`src/hw/adc_control_map.vh`:
```
// What this block does
// - Channel codes 1000-1101 pick inputs 8-13; 1110 comparator reference, 1111 fixed 0.6 V.
// - Writing one to control bit 1 starts a conversion.
// - Hardware clears the status bit when the conversion finishes.
// - Status bit reads one while converting, zero otherwise.
// - Control bit 0 enables the converter; zero keeps it powered down.
// - Format bit 7: one right justified, zero left justified result.
// - Format bit 5: one external negative reference, zero ground.
// - Format bit 4: one external positive reference, zero supply.
// - Format bits 6 and 3-0 ignore writes and read zero.
// - Left justified: result bits 9-2 fill the high result register.
// - Left justified: result bits 1-0 in low bits 7-6; rest reserved.
// - Right justified: result bits 9-8 in high register bits 1-0.
// - Right justified: result bits 7-0 fill the low result register.
// - Control bits 7-6 pick conversion clock: /2, /8, /32, internal RC.
// - Channel codes 0000-0111 pick analog inputs 0-7.
// - A trigger from the capture/compare unit sets status and starts conversion.
// - Sleep aborts a non-RC conversion and powers off, enable stays set.
`ifndef ADC_CONTROL_MAP_VH
`define ADC_CONTROL_MAP_VH
`define ADC_OFS_CONTROL_MAIN 4'h0
`define ADC_OFS_CONTROL_FORMAT_REF 4'h4
`define ADC_OFS_RESULT_HIGH 4'h8
`define ADC_OFS_RESULT_LOW 4'hc
`define ADC_BIT_ENABLE 0
`define ADC_BIT_GO 1
`define ADC_BIT_JUSTIFY 7
`define ADC_BIT_NEG_REF 5
`define ADC_BIT_POS_REF 4
`define ADC_FORMAT_WMASK 8'hb0
`define ADC_RESET_CONTROL_MAIN 8'h00
`define ADC_RESET_CONTROL_FORMAT_REF 8'h00
`define ADC_RESET_RESULT 8'h00
`define ADC_CLKSEL_DIV2 2'h0
`define ADC_CLKSEL_DIV8 2'h1
`define ADC_CLKSEL_DIV32 2'h2
`define ADC_CLKSEL_RC 2'h3
`define ADC_DIV2_CYCLES 6'h01
`define ADC_DIV8_CYCLES 6'h07
`define ADC_DIV32_CYCLES 6'h1f
`endif

```
`src/hw/adc_control_result_regs.v`:
```
// The Wishbone slave port and the register offsets were chosen for this implementation.
`timescale 1ns/1ps
`default_nettype none
`include "adc_control_map.vh"
module adc_control_result_regs #(
    parameter CONV_TICKS = 11
) (
    // Clock and reset
    input wire mclk,
    input wire srst,
    // Wishbone slave
    input wire wb_cyc_i,
    input wire wb_stb_i,
    input wire wb_we_i,
    input wire [3:0] wb_adr_i,
    input wire [3:0] wb_sel_i,
    input wire [31:0] wb_dat_i,
    output reg [31:0] wb_dat_o,
    output reg wb_ack_o,
    // System events
    input wire special_trigger,
    input wire sleep_req,
    input wire rc_tick,
    // Converter core
    input wire [9:0] core_result,
    output reg core_power,
    output reg core_convert,
    output reg conv_tick,
    output reg [13:0] analog_input_select,
    output reg select_comparator_voltage_reference,
    output reg select_fixed_ref,
    output reg neg_reference_select,
    output reg pos_reference_select,
    // Completion event
    output reg conversion_done
);
    // ------------------------------------------------------------
    // Registers
    // ------------------------------------------------------------
    reg [7:0] control_main_reg;
    reg [7:0] format_ref_reg;
    reg [7:0] result_high_reg;
    reg [7:0] result_low_reg;
    reg busy_reg;
    reg [4:0] tick_count_reg;
    wire [3:0] channel_select;
    wire [1:0] conversion_clock_select;
    wire converter_enable;
    wire result_justify_select;
    wire bus_req;
    wire wr_main;
    wire wr_fmt;
    wire wr_high;
    wire wr_low;
    wire tick;
    wire finish;
    wire abort;

    assign channel_select = control_main_reg[5:2];
    assign conversion_clock_select = control_main_reg[7:6];
    assign converter_enable = control_main_reg[`ADC_BIT_ENABLE];
    assign result_justify_select = format_ref_reg[`ADC_BIT_JUSTIFY];
    assign bus_req = wb_cyc_i && wb_stb_i && !wb_ack_o;
    assign wr_main = bus_req && wb_we_i && wb_sel_i[0] &&
                     wb_adr_i == `ADC_OFS_CONTROL_MAIN;
    assign wr_fmt = bus_req && wb_we_i && wb_sel_i[0] &&
                    wb_adr_i == `ADC_OFS_CONTROL_FORMAT_REF;
    assign wr_high = bus_req && wb_we_i && wb_sel_i[0] &&
                     wb_adr_i == `ADC_OFS_RESULT_HIGH;
    assign wr_low = bus_req && wb_we_i && wb_sel_i[0] &&
                    wb_adr_i == `ADC_OFS_RESULT_LOW;

    // ------------------------------------------------------------
    // Conversion sequencing
    // ------------------------------------------------------------
    adc_conv_clock u_clk (
        .mclk(mclk),
        .srst(srst),
        .run(busy_reg),
        .conversion_clock_select(conversion_clock_select),
        .rc_tick(rc_tick),
        .tick(tick)
    );
    assign finish = busy_reg && tick && tick_count_reg == CONV_TICKS[4:0] - 5'h01;
    assign abort = busy_reg && sleep_req && conversion_clock_select != `ADC_CLKSEL_RC;

    always @(posedge mclk) begin
        if (srst) begin
            control_main_reg <= `ADC_RESET_CONTROL_MAIN;
            format_ref_reg <= `ADC_RESET_CONTROL_FORMAT_REF;
            busy_reg <= 1'b0;
            tick_count_reg <= 5'h00;
            conversion_done <= 1'b0;
        end else begin
            conversion_done <= finish;
            if (wr_main) begin
                control_main_reg <= {wb_dat_i[7:2], 1'b0, wb_dat_i[0]};
            end
            if (wr_fmt) begin
                format_ref_reg <= wb_dat_i[7:0] & `ADC_FORMAT_WMASK;
            end
            if (finish || abort) begin
                busy_reg <= 1'b0;
                tick_count_reg <= 5'h00;
            end else if (!busy_reg && converter_enable &&
                         ((wr_main && wb_dat_i[`ADC_BIT_GO]) || special_trigger)) begin
                busy_reg <= 1'b1;
                tick_count_reg <= 5'h00;
            end else if (busy_reg && tick) begin
                tick_count_reg <= tick_count_reg + 5'h01;
            end
        end
    end

    // ------------------------------------------------------------
    // Result registers
    // ------------------------------------------------------------
    always @(posedge mclk) begin
        if (srst) begin
            result_high_reg <= `ADC_RESET_RESULT;
            result_low_reg <= `ADC_RESET_RESULT;
        end else if (finish) begin
            if (result_justify_select) begin
                result_high_reg <= {6'h00, core_result[9:8]};
                result_low_reg <= core_result[7:0];
            end else begin
                result_high_reg <= core_result[9:2];
                result_low_reg <= {core_result[1:0], 6'h00};
            end
        end else begin
            if (wr_high) begin
                result_high_reg <= wb_dat_i[7:0];
            end
            if (wr_low) begin
                result_low_reg <= wb_dat_i[7:0];
            end
        end
    end

    // ------------------------------------------------------------
    // Core and mux outputs
    // ------------------------------------------------------------
    always @(posedge mclk) begin
        if (srst) begin
            core_power <= 1'b0;
            core_convert <= 1'b0;
            conv_tick <= 1'b0;
            analog_input_select <= 14'h0000;
            select_comparator_voltage_reference <= 1'b0;
            select_fixed_ref <= 1'b0;
            neg_reference_select <= 1'b0;
            pos_reference_select <= 1'b0;
        end else begin
            // power gating; a sleep abort drops power until sleep ends
            core_power <= converter_enable && !(sleep_req &&
                          conversion_clock_select != `ADC_CLKSEL_RC);
            core_convert <= busy_reg && !finish && !abort;
            conv_tick <= tick;
            analog_input_select <= (channel_select <= 4'hd) ?
                                   (14'h0001 << channel_select) : 14'h0000;
            select_comparator_voltage_reference <= channel_select == 4'he;
            select_fixed_ref <= channel_select == 4'hf;
            neg_reference_select <= format_ref_reg[`ADC_BIT_NEG_REF];
            pos_reference_select <= format_ref_reg[`ADC_BIT_POS_REF];
        end
    end

    // ------------------------------------------------------------
    // Bus answer
    // ------------------------------------------------------------
    always @(posedge mclk) begin
        if (srst) begin
            wb_ack_o <= 1'b0;
            wb_dat_o <= 32'h00000000;
        end else begin
            wb_ack_o <= bus_req;
            if (bus_req && !wb_we_i) begin
                case (wb_adr_i)
                    `ADC_OFS_CONTROL_MAIN: wb_dat_o <= {24'h000000,
                        control_main_reg[7:2], busy_reg, control_main_reg[0]};
                    `ADC_OFS_CONTROL_FORMAT_REF: wb_dat_o <= {24'h000000, format_ref_reg};
                    `ADC_OFS_RESULT_HIGH: wb_dat_o <= {24'h000000, result_high_reg};
                    `ADC_OFS_RESULT_LOW: wb_dat_o <= {24'h000000, result_low_reg};
                    default: wb_dat_o <= 32'h00000000;
                endcase
            end
        end
    end
endmodule // adc_control_result_regs
`default_nettype wire

```
`src/hw/adc_conv_clock.v`:
```
`timescale 1ns/1ps
`default_nettype none
`include "adc_control_map.vh"
module adc_conv_clock (
    // Clock and reset
    input wire mclk,
    input wire srst,
    // Control
    input wire run,
    input wire [1:0] conversion_clock_select,
    input wire rc_tick,
    // Conversion clock enable
    output reg tick
);
    reg [5:0] count_reg;
    reg [5:0] limit;
    always @* begin
        case (conversion_clock_select)
            `ADC_CLKSEL_DIV2: limit = `ADC_DIV2_CYCLES;
            `ADC_CLKSEL_DIV8: limit = `ADC_DIV8_CYCLES;
            default: limit = `ADC_DIV32_CYCLES;
        endcase
    end
    always @(posedge mclk) begin
        if (srst || !run) begin
            count_reg <= 6'h00;
            tick <= 1'b0;
        end else if (conversion_clock_select == `ADC_CLKSEL_RC) begin
            count_reg <= 6'h00;
            tick <= rc_tick;
        end else if (count_reg >= limit) begin
            count_reg <= 6'h00;
            tick <= 1'b1;
        end else begin
            count_reg <= count_reg + 6'h01;
            tick <= 1'b0;
        end
    end
endmodule // adc_conv_clock
`default_nettype wire

```
`config.mk`:
```
export PLATFORM = sky130hd
export DESIGN_NAME = adc_control_result_regs
export DESIGN_NICKNAME = d
export VERILOG_FILES = /design/src/hw/adc_control_result_regs.v /design/src/hw/adc_conv_clock.v
export VERILOG_INCLUDE_DIRS = /design/src /design/src/hw
export SDC_FILE = /design/constraint.sdc
export NUM_CORES = 1
export LEC_CHECK = 0
export BUFFER_PORTS_ARGS = -buffer_cell sky130_fd_sc_hd__buf_2
export CAP_MARGIN = 15
export CORE_MARGIN = 10
export CORE_UTILIZATION = 45
export CTS_CLUSTER_SIZE = 30
export DETAILED_ROUTE_END_ITERATION = 16
export HOLD_SLACK_MARGIN = 0.06
export PLACE_DENSITY = 0.73
export SKIP_LAST_GASP = 1
export SYNTH_ARGS = -nofsm -noshare
export SYNTH_HDL_FRONTEND = slang
export SYNTH_SLANG_ARGS = --single-unit
```
`constraint.sdc`:
```
create_clock -name mclk -period 2.5 [get_ports mclk]
set_input_delay 0.25 -clock mclk [delete_from_list [all_inputs] [get_ports mclk]]
set_output_delay 0.25 -clock mclk [all_outputs]
set_load 0.02 [all_outputs]
```
==> qor.yml, run 1 <==
power_frac_clock: 0.456
clk_latency_ns: 0.34
end_kind: "flop"
comb_power_share: 0.052
p_sw_frac: 0.2334
globalRoute.totalOverflow: 0
io_pins: 113
ctsResizeCount: 0
rr_startpoint: "tick_count_reg[0]$_SDFFE_PP0P_"
ys_seq_area_frac: 0.4430
dr.pass1.iters: 4
cts_max_level: 3
min-delay-start: "sleep_req"
fmax_mhz: 466.5
irDropWorstVdd_v: 0.0003566
fin_skew_ns: 0.007645
p_total_w: 0.002277
place_congestion: 0.8128
crit_path_start: "tick_count_reg[0]$_SDFFE_PP0P_"
cap_viol_max_count: 0
drc: 0
worstSetupPathType: "reg -> reg"
cts_root_buf: "clkbuf_8"
layout_commonest_cell: "dfxtp_1"
largest_reg_flops: 14
synth.largest_area_cell: "dfxtp_1"
relSlewSlack: 0.5466
postCtsSetupBuffers: 0
syn-cell-area_sq_mm: 0.003163
die_h_um: 103.8
io_buffers: 61
dr.first_iter.drc_count: 177
syn2layout_area_growth_pct: 14.83
synth_cell_types: 48
clockBufferDepth: 2
p_leak_nw: 1.682
path_max_fanout: 16
slew_violations: 0
status: "completed"
setup_tns_ns: 0
wirelength_mm: 7.450
num_rows: 30
grt_usage: 0.1364
syn_inst: 332
crit_arrival_ns: 2.37
crit_required_ns: 2.73
antennaDiodeCount: 0
powerDensity_mw_per_mm2: 626.8
synth_warnings: 0
hold_class: "in -> reg"
dp_hpwl_mm: 5.570
start_kind: "flop"
avgSynthCellArea_sq_um: 9.527
synth_top_area_share: 0.4430
setup_viol: 0
postRouteAntennaNets: 0
start_util: 0.4630
avgRoutedWirePerCell_um: 15.24
fin_crit_ns: 2.144
rsz0062_at_grt: "false"
synth-edff-count: 0
grt_antenna_before_repair: 0
clk_pin_slew_ns: 0.08
final.period_utilization: 0.8575
clock-sinks: 70
p_sw_w: 0.0005314
fin_nets: 453
hold_ws_ns: 0.09875
drive_above_1_share: 0.2392
numCtsBuffers: 9
grt_pass1_vias: 2510
hold_violations: 0
intPower_w: 0.001745
async_flop_share: 0
top_register: "analog_input_select"
viasPerCell: 5.178
num_vias: 2532
yosys_register_bits: 70
synth.area.top_cells: "dfxtp_1, buf_4, mux2i_1"
grt_max_degree: 40
power_frac_seq: 0.491
hold_buffers: 0
core_sq_mm: 0.006832
grt_pass1_wl_mm: 12.34
die_area_sq_mm: 0.01078
layout_common_cells: "dfxtp_1, buf_2, nor2_1, conb_1"
die_x_um: 103.8
max_slew.worst_pin.slew_ns: 0.6801
cts_tree: "built"
ys.flop_type: "dfxtp_1"
==> Yosys cell counts (all sizes together) (2+ instances only) <==
| library cell | number |
|---|---|
| a211oi | 12 |
| a21oi | 17 |
| a221oi | 8 |
| a22oi | 10 |
| a31oi | 2 |
| a32o | 3 |
| and2 | 2 |
| and3 | 2 |
| buf | 32 |
| clkbuf | 8 |
| dfxtp | 70 |
| ha | 7 |
| inv | 8 |
| mux2 | 5 |
| mux2i | 18 |
| mux4 | 3 |
| nand2 | 20 |
| nand2b | 5 |
| nand3 | 6 |
| nand4 | 5 |
| nand4b | 3 |
| nor2 | 46 |
| nor2b | 5 |
| nor3 | 9 |
| nor4 | 2 |
| o21ai | 6 |
| or3 | 2 |
| xnor2 | 2 |
| xor2 | 4 |
==> critical path, cell delays in order (launching register included) <==
cell and delay (ns):
dfxtp_1 0.42, inv_1 0.07, ha_1 0.23, nand4b_4 0.13
or2_1 0.44, buf_4 0.30, nand2_2 0.11, a221oi_1 0.34
==> final cells by class <==
class / count / area [sq um]
clock inverter: 6 / 93.84
fill: 631 / 3199
timing repair buffer: 62 / 312.8
tap: 96 / 120.1
clock buffer: 10 / 137.6
multi-input combinational: 237 / 1536
inverter: 8 / 30.03
sequential: 70 / 1401
==> metal layers <==
metal | GRT usage | vias to the layer above | wire length [um]
li1 | - | 1244 | -
met1 | 0.1746 | 1175 | 3414
met2 | 0.2063 | 100 | 3365
met3 | 0.04585 | 13 | 545
met4 | 0.05268 | 0 | 124
met5 | 0 | - | 0
==> metrics by stage <==
step	area (sq um)	utilization	std cells	worst slack (ns)
4_1_cts	3632	0.5317	489	0.4119
3_5_place_dp	3401	0.4978	473	0.4531
2_1_floorplan	3249	-	355	0.9196
6_report	3632	0.5317	489	0.3562
5_1_grt	3632	0.5317	489	0.1981
3_3_place_gp	3401	0.4978	473	0.5114
==> power groups by stage <==
stage                     Sequential (W)  Combinational, W  Clock [W]
after CTS                        0.00112          0.000117    0.00106
after global placement           0.00114          0.000115          0
after global routing             0.00112          0.000130    0.00110
after detailed placement         0.00114          0.000117          0
after floorplan                  0.00115          0.000102          0
final                            0.00112          0.000119    0.00104
==> final timing paths <==
path         depth (start not counted)                              end  slack, ns
max                                  7  result_high_reg[6]$_SDFFE_PP0P_       0.36
min                                  2            core_power$_SDFF_PP0_        0.1
max reg2reg                          7  result_high_reg[6]$_SDFFE_PP0P_       0.36
min reg2reg                          2         wb_dat_o[1]$_SDFFE_PP0P_       0.45
==> cells by family after synthesis <==
logic type | Yosys count | synth area share
DFF | 70 | 0.4430
buffers and inverters | 48 | 0.09850
xor gates and xnor gates | 6 | 0.01661
adders and majority gates | 7 | 0.02769
other | 1 | 0.001186
muxes | 26 | 0.09612
AOI/OAI and AO/OA | 61 | 0.1321
and+or+nand+nor | 113 | 0.1847
No activity file was read; power rests on OpenSTA's default activity.
==> inputs of run 2 (changes only) <==
--- a/config.mk
+++ b/config.mk
@@ -6,6 +6,7 @@
 export SDC_FILE = /design/constraint.sdc
 export NUM_CORES = 1
 export LEC_CHECK = 0
+export ABC_AREA = 1
 export BUFFER_PORTS_ARGS = -buffer_cell sky130_fd_sc_hd__buf_2
 export CAP_MARGIN = 15
 export CORE_MARGIN = 10
==> run 2 against run 1 <==
Compared with the run above:
- global-route usage rose by 0.58 points
- sequential cell count unchanged
- critical path depth is 2 higher
==> qor.yml, run 2 <==
dp_hpwl_mm: 5.976
die_h_um: 104.1
cts_max_level: 3
io_buffers: 61
setup_viol: 0
hold_violations: 0
relSlewSlack: 0.6307
synth-edff-count: 0
ys.flop_type: "dfxtp_1"
die_area_sq_mm: 0.01084
slew_violations: 0
ys_seq_area_frac: 0.4403
crit_required_ns: 2.79
synthTopCellsByCount: "nand2_1, nor2_1, dfxtp_1"
synth_most_common_cell: "nand2_1"
hold_buffers: 0
numCtsBuffers: 9
cts_root_buf: "clkbuf_8"
max_slew.worst_pin.slew_ns: 0.5519
syn-cell-area_sq_mm: 0.003183
ctsResizeCount: 0
clk_latency_ns: 0.35
grt_max_degree: 27
synth_top_area_share: 0.4403
wirelength_mm: 7.718
drive_above_1_share: 0.1725
grt_usage: 0.1422
clk_pin_slew_ns: 0.07
largest_reg_flops: 14
rr_startpoint: "tick_count_reg[0]$_SDFFE_PP0P_"
fmax_mhz: 587.2
drc: 0
synth_cell_types: 27
fin_skew_ns: 0.007329
crit_path_start: "tick_count_reg[0]$_SDFFE_PP0P_"
crit_end: "tick_count_reg[2]$_SDFFE_PP0P_"
worstSetupPathType: "reg -> reg"
start_kind: "flop"
postRouteAntennaNets: 0
powerDensity_mw_per_mm2: 583.2
cap_viol_max_count: 0
grt_pass1_vias: 2766
dr.first_iter.drc_count: 142
num_vias: 2911
crit_arrival_ns: 1.99
async_flop_share: 0
synth.largest_area_cell: "dfxtp_1"
hold_class: "in -> reg"
fin_cells: 606
irDropWorstVdd_v: 0.0002700
synth_warnings: 0
fill_cells: 715
syn_inst: 443
fin_crit_ns: 1.703
syn2layout_area_growth_pct: 14.74
avgSynthCellArea_sq_um: 7.185
clockBufferDepth: 2
reg2reg_depth: 9
worstReg2RegEnd: "tick_count_reg[2]$_SDFFE_PP0P_"
start_util: 0.4659
clock-sinks: 70
setup_tns_ns: 0
synth.area.top_cells: "dfxtp_1, nand2_1, nor2_1"
antennaDiodeCount: 0
path_max_fanout: 26
status: "completed"
final.period_utilization: 0.6812
postCtsSetupBuffers: 0
grt_pass1_wl_mm: 12.86
rrSetupSlack_ns: 0.80
globalRoute.totalOverflow: 0
dp_cells: 590
layout_commonest_cell: "nand2_1"
num_rows: 30
p_leak_nw: 1.756
cts_tree: "built"
top_register: "analog_input_select"
end_kind: "flop"
grt_antenna_before_repair: 0
viasPerCell: 4.804
dr.pass1.iters: 4
yosys_register_bits: 70
core_sq_mm: 0.006832
fin_nets: 570
layout_common_cells: "nand2_1, nor2_1, dfxtp_1, buf_2, inv_1"
rsz0062_at_grt: "false"
die_x_um: 104.1
place_congestion: 0.8436
avgRoutedWirePerCell_um: 12.74
io_pins: 113
[run 2: stage by stage]
stage	hold slack, ns	utilization	area (sq um)	setup WS, ns	power (W)
3_5_place_dp	0.4373	0.5079	3470	0.7810	0.001279
4_1_cts	0.1866	0.5346	3652	0.7638	0.002134
2_1_floorplan	0.4145	-	3269	1.141	0.001260
3_3_place_gp	0.4286	0.5079	3470	0.8436	0.001278
6_report	0.1849	0.5346	3652	0.7971	0.002130
5_1_grt	0.2049	0.5346	3652	0.5456	0.002207
[run 2: worst min-delay path by stage]
stage	start	end	slack, ns	cells past startpoint
after CTS	wb_dat_i[2]	control_main_reg[2]$_SDFFE_PP0N_	0.19	3
after floorplan	wb_dat_i[2]	control_main_reg[2]$_SDFFE_PP0N_	0.41	2
after global routing	wb_dat_i[2]	control_main_reg[2]$_SDFFE_PP0N_	0.20	3
final	sleep_req	core_power$_SDFF_PP0_	0.18	4
after detailed placement	u_clk.tick$_SDFF_PP0_	conv_tick$_SDFF_PP0_	0.44	2
after global placement	u_clk.tick$_SDFF_PP0_	conv_tick$_SDFF_PP0_	0.43	2
[run 2: power breakdown]
| part | internal, W | switching [W] | total [W] | leakage (nW) |
|---|---|---|---|---|
| combinational | 0.0000370 | 0.000100 | 0.000137 | 1.10 |
| sequential | 0.00112 | 0.00000198 | 0.00112 | 0.564 |
| clock | 0.000458 | 0.000415 | 0.000873 | 0.0904 |
[run 2: logic make-up (layout without fill, tap and decap cells)]
family,Yosys count,count (layout),synth area share
XOR/XNOR,8,8,0.02201
adder cells (fa/ha/maj),7,7,0.02751
AND/OR/NAND/NOR,224,224,0.2921
AO/OA/AOI/OAI,62,62,0.09906
flip-flops,70,70,0.4403
buffers and inverters,71,115,0.1179
other,1,24,0.001178
[run 2: final cells by class]
| cell class | instances | area [sq um] | area share |
|---|---|---|---|
| clock inverters | 4 | 47.55 | 0.01302 |
| clock buffers | 12 | 135.1 | 0.03700 |
| well taps | 96 | 120.1 | 0.03289 |
| flip-flops and latches | 70 | 1401 | 0.3837 |
| inverters | 36 | 135.1 | 0.03700 |
| repair buffers | 63 | 320.3 | 0.08770 |
| multi-input cells | 325 | 1493 | 0.4087 |
[run 2: worst max-delay path, stage by stage (launching register included)]
cell     delay (ns)
dfxtp_1        0.39
inv_1          0.07
ha_1           0.19
nand2_1        0.10
nor2_4         0.05
nand2_4        0.22
inv_1          0.14
nor3_1         0.20
nand2_1        0.16
nor2_1         0.11
[run 2: routing by layer]
layer,wire length (um),global-route usage,share of wire,vias up
li1,-,-,-,1483
met1,3506,0.1707,0.45,1316
met2,3482,0.2239,0.45,92
met3,500,0.03965,0.065,20
met4,229,0.07853,0.030,0
met5,0,0,0,-
